## src/logic/fmd_regs.vh

```
// Behaviour
// - combine select bit six chooses freefall/motion
// - all axis enables zero disables detector
// - latch and combine bits give four modes
// - event active sets after debounce completes
// - only enabled axes take part
// - unlatched decrement mode clears after delay
// - unlatched freefall clear mode drops at once, resets delay
// - unlatched motion clear mode drops flag immediately
// - unlatched freefall: read does not clear
// - unlatched motion: read clears nothing
// - axis flags track raw compare while idle
// - latched freefall holds flag until read
// - latched read clears flag and counter
// - latched mode freezes axis flags from event until read
// - 7-bit threshold, above is motion
// - AND for freefall, OR for motion
// - polarity zero positive, one negative
// - disabled axis reads zero flags
`ifndef FMD_REGS_VH
`define FMD_REGS_VH
`define FMD_CFG_ADDR 8'h15
`define FMD_SRC_ADDR 8'h16
`define FMD_CFG_RESET 8'h00
`define FMD_SRC_RESET 8'h00
`define FMD_CFG_LATCH_BIT 7
`define FMD_CFG_COMBINE_BIT 6
`define FMD_CFG_XEN_BIT 3
`define FMD_SRC_EA_BIT 7
`define FMD_CNT_RESET 8'h00
`endif

```

## src/logic/fmd_axis_cmp.v

```verilog
`timescale 1ns/1ps
// per-axis magnitude compare against threshold, registered
module fmd_axis_cmp (
  input wire clk,
  input wire rst_n,
  input wire ce,
  input wire sample_valid,
  input wire [13:0] sample,
  input wire [6:0] threshold,
  output reg above_q,
  output reg neg_q
);
  wire [13:0] mag;
  // magnitude of signed sample; upper 7 bits compare with threshold
  assign mag = sample[13] ? (~sample + 14'h0001) : sample;
  // registered compare updated per sample
  always @(posedge clk or negedge rst_n) begin
    if (!rst_n) begin
      above_q <= 1'b0;
      neg_q <= 1'b0;
    end else if (ce && sample_valid) begin
      above_q <= ({1'b0, mag[13:7]} > {1'b0, threshold});
      neg_q <= sample[13];
    end
  end
endmodule // fmd_axis_cmp

```

## src/logic/fmd_detect.v

```verilog
`timescale 1ns/1ps
`include "fmd_regs.vh"
// freefall/motion detector with register port
module fmd_detect (
  input wire clk,
  input wire rst_n,
  input wire ce,
  input wire sample_valid,
  input wire [13:0] accel_x,
  input wire [13:0] accel_y,
  input wire [13:0] accel_z,
  input wire [6:0] event_threshold,
  input wire [7:0] event_debounce_count,
  input wire debounce_clear_mode,
  input wire reg_wr,
  input wire reg_rd,
  input wire [7:0] reg_addr,
  input wire [7:0] reg_wdata,
  output reg [7:0] reg_rdata_q,
  output reg event_active_q
);
  reg [7:0] cfg_q;
  wire [5:0] axis_flags;
  reg [7:0] rdata_d;
  wire cfg_wr;
  wire [7:0] cfg_wdata;
  wire latched_clear;
  wire flags_hold;
  wire [5:0] en_mask;
  wire [7:0] src_view;
  reg [7:0] cnt_q;
  reg [7:0] cnt_d;
  reg ea_d;
  reg sv_q1;
  reg sv_q2;
  wire [2:0] above;
  wire [2:0] neg;
  wire [2:0] en;
  wire [41:0] samples;
  wire latch_en;
  wire motion;
  wire any_en;
  wire [2:0] hit;
  wire cond;
  wire src_rd;
  wire done;
  wire [5:0] raw_flags;
  genvar i;

  assign en = cfg_q[`FMD_CFG_XEN_BIT+2:`FMD_CFG_XEN_BIT];
  assign latch_en = cfg_q[`FMD_CFG_LATCH_BIT];
  assign motion = cfg_q[`FMD_CFG_COMBINE_BIT];
  assign samples = {accel_z, accel_y, accel_x};

  // sample strobe treated as same-domain; two stages align with compare
  always @(posedge clk or negedge rst_n) begin
    if (!rst_n) begin
      sv_q1 <= 1'b0;
      sv_q2 <= 1'b0;
    end else if (ce) begin
      sv_q1 <= sample_valid;
      sv_q2 <= sv_q1;
    end
  end

  // one compare per axis; hit means axis meets the selected condition
  generate
    for (i = 0; i < 3; i = i + 1) begin : g_axis
      fmd_axis_cmp u_cmp (
        .clk(clk),
        .rst_n(rst_n),
        .ce(ce),
        .sample_valid(sample_valid),
        .sample(samples[i*14 +: 14]),
        .threshold(event_threshold),
        .above_q(above[i]),
        .neg_q(neg[i])
      );
      assign hit[i] = motion ? above[i] : ~above[i];
      assign raw_flags[2*i+1] = en[i] & hit[i];
      assign raw_flags[2*i] = en[i] & hit[i] & neg[i];
    end
  endgenerate

  assign any_en = |en;
  // AND of enabled axes for freefall, OR for motion
  assign cond = any_en & (motion ? |(hit & en) : &(hit | ~en));
  assign src_rd = reg_rd && (reg_addr == `FMD_SRC_ADDR);
  assign done = (cnt_q >= event_debounce_count);

  // debounce counter and event flag next state
  always @* begin
    cnt_d = cnt_q;
    ea_d = event_active_q;
    if (!any_en) begin
      cnt_d = `FMD_CNT_RESET;
      ea_d = 1'b0;
    end else if (sv_q2) begin
      if (cond) begin
        // count up to the programmed value, flag on completion
        if (!done) begin
          cnt_d = cnt_q + 8'h01;
        end
        if (done || (cnt_q + 8'h01 >= event_debounce_count)) begin
          ea_d = 1'b1;
        end
      end else if (!latch_en) begin
        // unlatched: clear mode drops at once, decrement mode waits
        if (debounce_clear_mode) begin
          cnt_d = `FMD_CNT_RESET;
          ea_d = 1'b0;
        end else begin
          if (cnt_q != 8'h00) begin
            cnt_d = cnt_q - 8'h01;
          end
          if (cnt_q <= 8'h01) begin
            ea_d = 1'b0;
          end
        end
      end else if (!event_active_q) begin
        // latched and idle: the counter still unwinds
        if (debounce_clear_mode) begin
          cnt_d = `FMD_CNT_RESET;
        end else if (cnt_q != 8'h00) begin
          cnt_d = cnt_q - 8'h01;
        end
      end
    end
    // latched read clears; unlatched read changes nothing
    if (latched_clear) begin
      cnt_d = `FMD_CNT_RESET;
      ea_d = 1'b0;
    end
  end

  // decoded register strobes
  assign cfg_wr = reg_wr && (reg_addr == `FMD_CFG_ADDR);
  assign cfg_wdata = {reg_wdata[7:3], 3'b000}; // unimplemented low bits read zero
  // a source read in latched mode restarts the detector
  assign latched_clear = src_rd && latch_en;
  // latched mode holds axis flags while the event stands
  assign flags_hold = latch_en && event_active_q;

  // disabled axes always read zero flags
  assign en_mask = {en[2], en[2], en[1], en[1], en[0], en[0]};
  // source register as software sees it
  assign src_view = {event_active_q, 1'b0, axis_flags & en_mask};

  // config register; only latch, combine and axis enables are stored
  always @(posedge clk or negedge rst_n) begin
    if (!rst_n) begin
      cfg_q <= `FMD_CFG_RESET;
    end else if (ce) begin
      if (cfg_wr) begin
        cfg_q <= cfg_wdata;
      end
    end
  end

  // debounce counter register
  always @(posedge clk or negedge rst_n) begin
    if (!rst_n) begin
      cnt_q <= `FMD_CNT_RESET;
    end else if (ce) begin
      cnt_q <= cnt_d;
    end
  end

  // event-active flag register; set only by the debounce logic
  always @(posedge clk or negedge rst_n) begin
    if (!rst_n) begin
      event_active_q <= 1'b0;
    end else if (ce) begin
      event_active_q <= ea_d;
    end
  end

  // axis flags: two flops per axis, frozen while a latched event stands
  generate
    for (i = 0; i < 3; i = i + 1) begin : g_flag
      reg [1:0] flag_q;
      always @(posedge clk or negedge rst_n) begin
        if (!rst_n) begin
          flag_q <= 2'b00;
        end else if (ce) begin
          if (latched_clear) begin
            flag_q <= 2'b00;
          end else if (!flags_hold) begin
            flag_q <= raw_flags[2*i +: 2];
          end
        end
      end
      assign axis_flags[2*i +: 2] = flag_q;
    end
  endgenerate

  // read data select for the addressed register
  always @* begin
    rdata_d = 8'h00;
    case (reg_addr)
      `FMD_CFG_ADDR: begin
        rdata_d = cfg_q;
      end
      `FMD_SRC_ADDR: begin
        rdata_d = src_view;
      end
      default: begin
        rdata_d = 8'h00;
      end
    endcase
  end

  // read data register, refreshed on every enabled cycle
  // unmapped addresses read zero
  always @(posedge clk or negedge rst_n) begin
    if (!rst_n) begin
      reg_rdata_q <= 8'h00;
    end else if (ce) begin
      reg_rdata_q <= rdata_d;
    end
  end
endmodule // fmd_detect

```

## config.mk

```make
export PLATFORM = sky130hd
export DESIGN_NAME = fmd_detect
export DESIGN_NICKNAME = d
export VERILOG_FILES = /design/src/logic/fmd_axis_cmp.v /design/src/logic/fmd_detect.v
export VERILOG_INCLUDE_DIRS = /design/src /design/src/logic
export SDC_FILE = /design/constraint.sdc
export NUM_CORES = 1
export LEC_CHECK = 0
export BUFFER_PORTS_ARGS = -buffer_cell sky130_fd_sc_hd__buf_2
export CELL_PAD_IN_SITES_DETAIL_PLACEMENT = 1
export CELL_PAD_IN_SITES_GLOBAL_PLACEMENT = 2
export CORE_AREA = 2 2 106 108
export DETAILED_ROUTE_END_ITERATION = 10
export DIE_AREA = 0 0 108 110
export GPL_TIMING_DRIVEN = 0
export PLACE_DENSITY_LB_ADDON = 0.12
export SYNTH_ARGS = -nofsm -noshare
export SYNTH_HDL_FRONTEND = slang
export SYNTH_SLANG_ARGS = --single-unit
```

## constraint.sdc

```tcl
create_clock -name clk -period 3.1 [get_ports clk]
set_input_delay 0.31 -clock clk [delete_from_list [all_inputs] [get_ports clk]]
set_output_delay 0.31 -clock clk [all_outputs]
set_load 0.02 [all_outputs]
```

==> Word-level counts from Yosys, hierarchy flattened <==
Cells that the tools add are included.
{ "op_classes": {"addsub": 5, "magnitude_cmp": 6, "n_eq_ne": 9, "muxes": 31, "bitwise": 17, "n_reduce_logical": 14} }
{ "ops": {"columns": ["operator", "n"], "rows": [
  ["2-to-1 mux 8 bit", 9],
  ["adder 14 x 1 -> 14 bit (second input constant)", 3],
  ["2-to-1 mux 14 bit", 3],
  ["NOT 14 bit", 3],
  ["> comparator 7 bit", 3],
  ["== test 8 x 5 -> 1 bit (second input constant)", 2],
  ["greater-or-equal comparator 8 bit", 2],
  ["case mux 8 bit (2 select lines)", 1],
  ["2-to-1 mux 1 bit", 12],
  ["2-to-1 mux 2 bit", 6],
  ["adder 8 x 1 -> 8 bit (second input constant)", 1],
  ["less-or-equal comparator 8 x 1 -> 1 bit (second input constant)", 1],
  ["inequality test 4 x 3 -> 1 bit (second input constant)", 2],
  ["nonzero test 8 bit", 1],
  ["subtractor 8 x 1 -> 8 bit (second input constant)", 1],
  ["AND 1 bit", 7],
  ["AND 6 bit", 1],
  ["OR reduction 3 bit", 2],
  ["logical AND 1 bit", 5],
  ["inequality test 5 x 3 -> 1 bit (second input constant)", 1],
  ["inequality test 5 x 4 -> 1 bit (second input constant)", 1],
  ["AND reduction 5 bit", 1],
  ["inequality test 4 bit (second input constant)", 1],
  ["AND reduction 2 bit", 2],
  ["9 further kinds", 11]
]} }
{ "totals": {"register_bits": 36, "in_bits": 80, "out_inout_bits": 9, "wordCells": 97} }

==> Depth between registers and ports, before layout <==
Gate-level depths: netlist (run 1).
{ "logic_depth": {"word_depth": 10, "mapped_depth": 11, "depth_no_buf": 11} }

==> Hierarchy <==
Synthesis (run 1) repeated with hierarchy kept, for this count alone.
{ "unflattened": {"cells_unflattened": 384, "hier_area_um2": 3442.1} }
{ "by_module_without_submodules": {"columns": ["mod", "n_inst", "cells_each", "area_each_um2", "seq_area_each_um2"], "rows": [
  ["fmd_detect", 1, 237, 2199.6, 750.7],
  ["fmd_axis_cmp", 3, 49, 414.1, 50.0]
]} }

==> Worst setup path before layout (run 1) <==
OpenSTA, ideal clock, no wires.
{ "synth_timing": {"path_kind": "reg-to-reg", "startpoint": "register cnt_q[0]", "endpoint": "register cnt_q[0]", "setup_ps": 125, "t_arrival_ps": 2548, "required_time_ps": 2975, "setup_slack_ps": 427, "stages_incl_launch_ff": 9, "path_buffers": 0, "synth_period_minus_slack_ps": 2673, "path_cell_list": "dfrtp_1 > inv_1 > ha_1 > nand2b_1 > a2111o_1 > a31oi_1 > a2111oi_0 > a2111oi_4 > mux2_2"} }
{ "synth_via": {"elab_chain_len": 9, "word_cells_on_any_way": 15, "cone_classes": "add/sub: 2; order compare: 1; eq/ne: 1; mux: 9; reduce/logical: 2"} }
{ "synth_rtl": {"columns": ["element", "line", "text"], "rows": [
  ["start: declaration", "fmd_detect.v:31", "reg [7:0] cnt_q;"],
  ["start signal: assignment", "fmd_detect.v:163", "cnt_q <= `FMD_CNT_RESET;"],
  ["start signal: assignment", "fmd_detect.v:165", "cnt_q <= cnt_d;"],
  ["subtractor 8 x 1 -> 8 bit / nonzero test 8 bit (equally long branches)", null, null],
  ["2-to-1 mux 8 bit", "fmd_detect.v:113, fmd_detect.v:124", null],
  ["2-to-1 mux 8 bit", "fmd_detect.v:109, fmd_detect.v:122", null],
  ["2-to-1 mux 8 bit", "fmd_detect.v:120", "end else if (!event_active_q) begin"],
  ["2-to-1 mux 8 bit", "fmd_detect.v:107", "end else if (!latch_en) begin"],
  ["2-to-1 mux 8 bit", "fmd_detect.v:99", "if (cond) begin"],
  ["2-to-1 mux 8 bit", "fmd_detect.v:98", "end else if (sv_q2) begin"],
  ["2-to-1 mux 8 bit", "fmd_detect.v:95", "if (!any_en) begin"],
  ["2-to-1 mux 8 bit", "fmd_detect.v:130", "if (latched_clear) begin"]
]} }
Parallel ways exist; a longest one is shown, timed or not. The select of a mux whose other input is x is not followed.
A chain may end at the register's enable or synchronous reset.

==> Worst setup path after layout (run 1) <==
{ "layout_timing": {"startpoint": "register cnt_q[0]", "endpoint": "register cnt_q[3]"} }
Same word-level chain as after synthesis.

==> results by group, run 1 <==
Status
  • Outcome: complete, no violations

Worst setup path
  • Setup crit end kind: flip-flop
  • Crit path required time: 3270 ps
  • CP max FO: 9
  • R2r setup slk: 150 ps
  • Startpoint types: flip-flop
  • CP arrival: 3110 ps
  • Critical path type: reg -> reg

Routing
  • Starting DRC count in detailed routing: 109
  • Via Count: 3038
  • Post-DRT Antenna Nets: 0
  • Routed WL: 9140 um
  • Via density: 5.04
  • First-pass detailed-route iteration total: 4
  • Detailed-route DRC error count: 0
  • WL per Instance: 15.2 um

GRT
  • Vias in the first global route: 3149
  • Total gr overflow: 0
  • Initial antenna violation count: 0
  • First-pass GRT wire length: 14900 um
  • Largest net degree at the start of global routing: 37
  • Global Route Usage Sum: 0.157

Synthesis
  • Top cell type's share of synthesized area: 0.279
  • Cell taking the most area after synthesis: dfrtp_1
  • Unique cell type count in the Yosys netlist: 44
  • Seq cells post-synth: 36
  • Synth Area in Simple Gates: 0.188
  • Cell area after synthesis: 3230 um^2
  • Post-synthesis cell count: 370
  • Top cells by area, synth: dfrtp_1, ha_1, xnor2_1, mux2_2, nand2_1
  • Asr flop ratio synth: 1.00
  • Post-synth EDFFs: 0
  • Largest family of logic cells by synthesized area: simple AND/OR/NAND/NOR gates
  • Ys Warns: 0
  • Mux cell area share after synthesis: 0.0620
  • Synth Area in Adders: 0.159
  • Sequential element share of the synthesized area: 0.279
  • Syn avg cell area: 8.72 um^2
  • Syn_nets: 491
  • Synth Area in Compound Gates: 0.180
  • Post-Synth XOR/XNOR Area: 0.0895
  • Top FF cell, synth: dfrtp_1

Timing
  • Tcrit/Tclk final: 0.950
  • Max Freq: 0.340 GHz
  • Relative slew slack: 0.373
  • Setup violations, final: 0
  • Measured slew at the worst slew-check pin: 917 ps
  • RSZ-0062 raised after global routing: no
  • Min Clock Period, post-route: 2950 ps
  • Fin. Hold Viols: 0
  • Max-slew violation count: 0
  • Post-Route Skew: 13.9 ps

Floorplan
  • Die footprint: 11900 um^2
  • Num rows: 38
  • Initial Utilization: 0.302
  • DIE WIDTH: 108 um
  • Core area: 10700 um^2
  • DIE HEIGHT: 110 um
  • I/O pin total: 89

CTS
  • Clk Latency, worst-skew pair: 290 ps
  • Worst-path clk slew: 80 ps
  • Maximum buffer depth of the clock tree: 2
  • Root Buffer: clkbuf_8
  • H-tree lvl count: 2
  • CTS tree: done
  • Num CTS Buffers: 5
  • Sinks on Clock Net: 36

Placement
  • Detailed Place HPWL: 7440 um
  • Port Buffers: 85
  • Placed cells: 595
  • RePlAce Congestion: 0.800

Layout
  • Layout area overhead: 22.2%
  • Non-filler cells, final: 603
  • Nets: 584
  • Fraction of layout cells with a size suffix above 1: 0.251
  • Ant. Diodes: 0
  • Layout fillers: 1326
  • Post-layout util: 0.369

Pwr
  • Static leakage: 1.95 nW
  • Max VDD drop: 0.000184 V
  • Pwr Density: 316 nW/um^2

Run
  • Max-cap violations: 0

Hold path
  • Hold Crit Class: in -> async
## metrics by stage
step | TNS (ps) | cell area [um^2] | total power, mW | hold slack [ps] | setup slack (ps)
floorplan | 0 | 3230 | 0.749 | 14.4 | 427
global placement | -1490 | 3830 | 0.878 | 465 | -214
detailed placement | -1420 | 3830 | 0.892 | 472 | -206
CTS | 0 | 3930 | 1.27 | 165 | 49.0
global route | 0 | 3940 | 1.34 | 195 | 40.9
finish | 0 | 3940 | 1.25 | 141 | 155
## metal layers
metal | GRT usage | up-vias | wire [um]
met1 | 0.202 | 1470 | 4160
met2 | 0.285 | 40 | 4690
met4 | 0.0284 | 0 | 92
met3 | 0.0182 | 9 | 194
met5 | 0 | - | 0
li1 | - | 1519 | -
## final cells by class
type / instances / area (um^2) / area share
Multi-Input combinational cell: 297 / 2190 / 0.556
Buffer: 13 / 48.8 / 0.0124
Timing Repair Buffer: 86 / 437 / 0.111
Clock buffer: 7 / 96.3 / 0.0244
Tap cell: 140 / 175 / 0.0444
Inverter: 24 / 90.1 / 0.0228
Sequential cell: 36 / 902 / 0.229
## placed cells by master, fill, tap and decap left out, types with 16 or more instances in the layout
| cell | count |
|---|---|
| a21oi_1 | 17 |
| buf_2 | 85 |
| dfrtp_1 | 35 |
| ha_1 | 41 |
| inv_1 | 23 |
| mux2_2 | 16 |
| nand2_1 | 36 |
| nor2_1 | 20 |
| o21ai_0 | 23 |
| xnor2_1 | 23 |
## path summary, 6_finish.rpt
path                                           from                   to  cells after the start
worst max-delay path                       cnt_q[0]             cnt_q[3]                      9
worst min-delay path                          rst_n       reg_rdata_q[5]                      1
worst max register to register             cnt_q[0]             cnt_q[3]                      9
worst min register to register  g_flag[1].flag_q[1]  g_flag[1].flag_q[1]                      1
max in group asynchronous                     rst_n             cnt_q[0]                      1
min in group clk                       reg_wdata[4]             cfg_q[4]                      2
## power by group
part	internal (mW)	switching, mW
sequential	0.495	0.0247
clock	0.198	0.170
combinational	0.168	0.190
total	0.861	0.384
## state kept, by name, summed over array words and instances, names as in the netlist
| register | count |
|---|---|
| g_flag.flag_q | 6 |
| cnt_q | 8 |
| reg_rdata_q | 8 |
| sv_q2 | 1 |
| g_axis.u_cmp.above_q | 3 |
| event_active_q | 1 |
| cfg_q | 5 |
| sv_q1 | 1 |
| g_axis.u_cmp.neg_q | 3 |
## Yosys cell counts, types with 2 or more instances
cell / n
xnor2_1: 23
nor4_1: 5
o22ai_1: 4
inv_1: 24
nand2b_1: 3
o21a_1: 3
nor3_1: 10
ha_1: 41
or2_2: 2
clkbuf_1: 13
a21o_1: 10
or4_1: 4
dfrtp_1: 36
nand2_1: 36
o2bb2ai_1: 3
nor2b_1: 8
o31ai_1: 6
o21ai_0: 23
nand4_1: 6
and3_1: 3
a22o_1: 3
nor2_1: 20
nand3_1: 9
a31oi_1: 3
mux2i_1: 2
a32oi_1: 3
xor2_1: 10
a21oi_1: 17
or3_1: 7
nor3b_1: 4
mux2_2: 16
## worst max-delay path, stage by stage, from the launching register on
cell and delay (ps):
dfrtp_2 480, inv_2 90, ha_1 290, nand2b_1 150
a2111o_1 420, a31oi_2 280, a2111oi_0 170, a2111oi_4 400
buf_6 200, mux2_2 340
## what timing repair did
item	4_1_cts	5_1_grt
resized for setup	1	3
setup endpoints to repair	8	7
hold endpoints to repair	0	0
hold buffers	0	0
setup buffers	1	0
pin swaps	1	0
## logic make-up after synthesis
family | Yosys count
flops | 36
mux | 18
xor+xnor | 33
fa+ha+maj | 41
compound gates | 85
buf+inv | 37
simple gates | 120
Power figures use the tool's default switching activity.
==> inputs of run 2 (changes only) <==
Settings changed: CORE_AREA 2 2 106 108 to 2 2 118 97, DIE_AREA 0 0 108 110 to 0 0 120 99, MAX_ROUTING_LAYER set to met4.
==> run 2 against run 1 <==
  * Cell count up 1.0%
  * Non-clock buffer count up 1
  * Worst setup slack better by 34 ps
==> results by group, run 2 (synthesized netlist as in run 1, its figures left out) <==
Status
  • Outcome: complete, no violations (unchanged)

Layout
  • Post-layout util: 0.375 (was 0.369)
  • Largest registers: cnt_q: 8 flops, reg_rdata_q: 8 flops, g_flag.flag_q: 6 flops (unchanged)
  • Layout area overhead: 23.9% (was 22.2%)
  • Design area: 4000 um^2 (was 3940 um^2)
  • Ant. Diodes: 0 (unchanged)
  • Nets: 585 (was 584)
  • Fraction of layout cells with a size suffix above 1: 0.254 (was 0.251)
  • Most common cell after layout, fill and taps aside: buf_2 (unchanged)
  • Most frequent cells in the layout: buf_2, ha_1, nand2_1, dfrtp_1 (unchanged)
  • Layout fillers: 1299 (was 1326)

Worst setup path
  • Crit path required time: 3260 ps (was 3270 ps)
  • R2r setup slk: 190 ps (was 150 ps)
  • FF-to-FF End: cnt_q[4] (was cnt_q[3])
  • CP arrival: 3080 ps (was 3110 ps)
  • Startpoint types: flip-flop (unchanged)
  • R2r worst-path depth: 9 (unchanged)
  • Slowest CP cell: dfrtp_2 (unchanged)
  • CP max FO: 9 (unchanged)
  • Family with the most delay on the worst path: compound AO/OA/AOI/OAI gates (unchanged)
  • Setup crit end kind: flip-flop (unchanged)
  • Worst r2r src: cnt_q[0] (unchanged)
  • WP buf/inv: 2 (unchanged)
  • Cells along the critical path: inv_2 > ha_1 > nand2b_1 > a2111o_1 > a31oi_2 > a2111oi_0 > a2111oi_4 > buf_4 > mux2_2 (was inv_2 > ha_1 > nand2b_1 > a2111o_1 > a31oi_2 > a2111oi_0 > a2111oi_4 > buf_6 > mux2_2)
  • Crit-path max cell delay: 470 ps (was 480 ps)
  • CP Depth: 9 (unchanged)
  • Critical path type: reg -> reg (unchanged)

GRT
  • Met3 Usage GRT: 0.0237 (was 0.0182)
  • Vias in the first global route: 3023 (was 3149)
  • Global Route Usage Sum: 0.162 (was 0.157)
  • Grt peak-use layer: met1 (was met2)
  • Initial antenna violation count: 0 (unchanged)
  • Largest net degree at the start of global routing: 37 (unchanged)
  • First-pass GRT wire length: 15100 um (was 14900 um)
  • Met1 Use GR: 0.240 (was 0.202)
  • Global routing usage on met2: 0.239 (was 0.285)
  • Total gr overflow: 0 (unchanged)

CTS
  • Root Buffer: clkbuf_16 (was clkbuf_8)
  • Sinks on Clock Net: 36 (unchanged)
  • Num CTS Buffers: 5 (unchanged)
  • Worst-path clk slew: 60 ps (was 80 ps)
  • H-tree lvl count: 2 (unchanged)
  • Clk Latency, worst-skew pair: 280 ps (was 290 ps)
  • Maximum buffer depth of the clock tree: 2 (unchanged)
  • CTS tree: done (unchanged)

Floorplan
  • DIE WIDTH: 120 um (was 108 um)
  • Core area: 10700 um^2 (about the same)
  • I/O pin total: 89 (unchanged)
  • Num rows: 34 (was 38)
  • DIE HEIGHT: 99 um (was 110 um)
  • Die footprint: 11900 um^2 (unchanged)
  • Initial Utilization: 0.302 (about the same)

Hold path
  • Hold Crit Class: in -> async (unchanged)

Timing
  • Tightest hold margin: 142 ps (was 141 ps)
  • RSZ-0062 raised after global routing: no (unchanged)
  • Max Freq: 0.343 GHz (was 0.340 GHz)
  • Min Clock Period, post-route: 2910 ps (was 2950 ps)
  • Post-Route Skew: 3.16 ps (was 13.9 ps)
  • Fin. Hold Viols: 0 (unchanged)
  • Max-slew violation count: 0 (unchanged)
  • Relative slew slack: 0.390 (was 0.373)
  • Tcrit/Tclk final: 0.939 (was 0.950)
  • PnR worst setup slack: 189 ps (was 155 ps)
  • Measured slew at the worst slew-check pin: 893 ps (was 917 ps)
  • Setup violations, final: 0 (unchanged)

Routing
  • Via density: 4.96 (was 5.04)
  • First-pass detailed-route iteration total: 4 (unchanged)
  • Via Count: 3020 (was 3038)
  • Detailed-route DRC error count: 0 (unchanged)
  • WL per Instance: 14.8 um (was 15.2 um)
  • Post-DRT Antenna Nets: 0 (unchanged)
  • Starting DRC count in detailed routing: 95 (was 109)
  • Routed WL: 9020 um (was 9140 um)

Pwr
  • Static leakage: 1.98 nW (was 1.95 nW)
  • Pwr Total: 1.38 mW (was 1.25 mW)
  • Pwr Density: 344 nW/um^2 (was 316 nW/um^2)
  • Max VDD drop: 0.000250 V (was 0.000184 V)

Placement
  • Detailed Place HPWL: 7400 um (was 7440 um)
  • Pre-CTS setup slack: -302 ps (was -206 ps)
  • Port Buffers: 85 (unchanged)
  • Area after DPL: 3830 um^2 (about the same)
  • RePlAce Congestion: 0.759 (was 0.800)

Run
  • Max-cap violations: 0 (unchanged)
run 2: cell types whose count changed in the layout (fill, tap and decap cells not counted), sizes merged:
cell | before | now
buf | 86 | 87
clkbuf | 20 | 18
clkinv | 0 | 3
run 2: what timing repair did:
action                                  4_1_cts  5_1_grt
buffers inserted                              2        0
hold buffers                                  0        0
endpoints found under the setup margin        8        7
gates resized for setup                       1        2
pin swaps                                     1        0
run 2: area by class of cell:
cell class | instances | area, um^2 | share of cell area
inverters | 24 | 90.1 | 0.0225
multi-input cells | 297 | 2190 | 0.549
clock inverters | 3 | 18.8 | 0.00469
flip-flops and latches | 36 | 902 | 0.226
clock buffers | 5 | 125 | 0.0313
well taps | 144 | 180 | 0.0450
repair buffers | 87 | 440 | 0.110
plain buffers | 13 | 48.8 | 0.0122
run 2: worst max path at each step:
| stage | startpoint | to | slack, ps |
|---|---|---|---|
| after detailed placement | cnt_q[0] | cnt_q[1] | -300 |
| final | cnt_q[0] | cnt_q[4] | 190 |
| after CTS | cnt_q[0] | cnt_q[4] | 30 |
| after global routing | cnt_q[0] | cnt_q[4] | 20 |
| after global placement | cnt_q[0] | cnt_q[4] | -290 |
| after floorplan | cnt_q[0] | cnt_q[0] | 430 |
run 2: per-layer routing:
metal | routed length (um) | part of all wire | up-vias
li1 | - | - | 1532
met1 | 4910 | 0.54 | 1407
met2 | 3670 | 0.41 | 75
met3 | 385 | 0.043 | 6
met4 | 55 | 0.0061 | 0
met5 | 0 | 0 | -
run 2: metrics by stage:
stage	std cells	TNS [ps]
2_1_floorplan	370	0
3_3_place_gp	599	-2170
3_5_place_dp	599	-2200
4_1_cts	609	0
5_1_grt	609	0
6_report	609	0
run 2: power breakdown:
| part | internal (mW) | switching [mW] | total, mW | leakage (nW) |
|---|---|---|---|---|
| clock network | 0.296 | 0.202 | 0.498 | 0.0736 |
| logic | 0.168 | 0.191 | 0.360 | 1.42 |
| registers | 0.495 | 0.0240 | 0.519 | 0.483 |
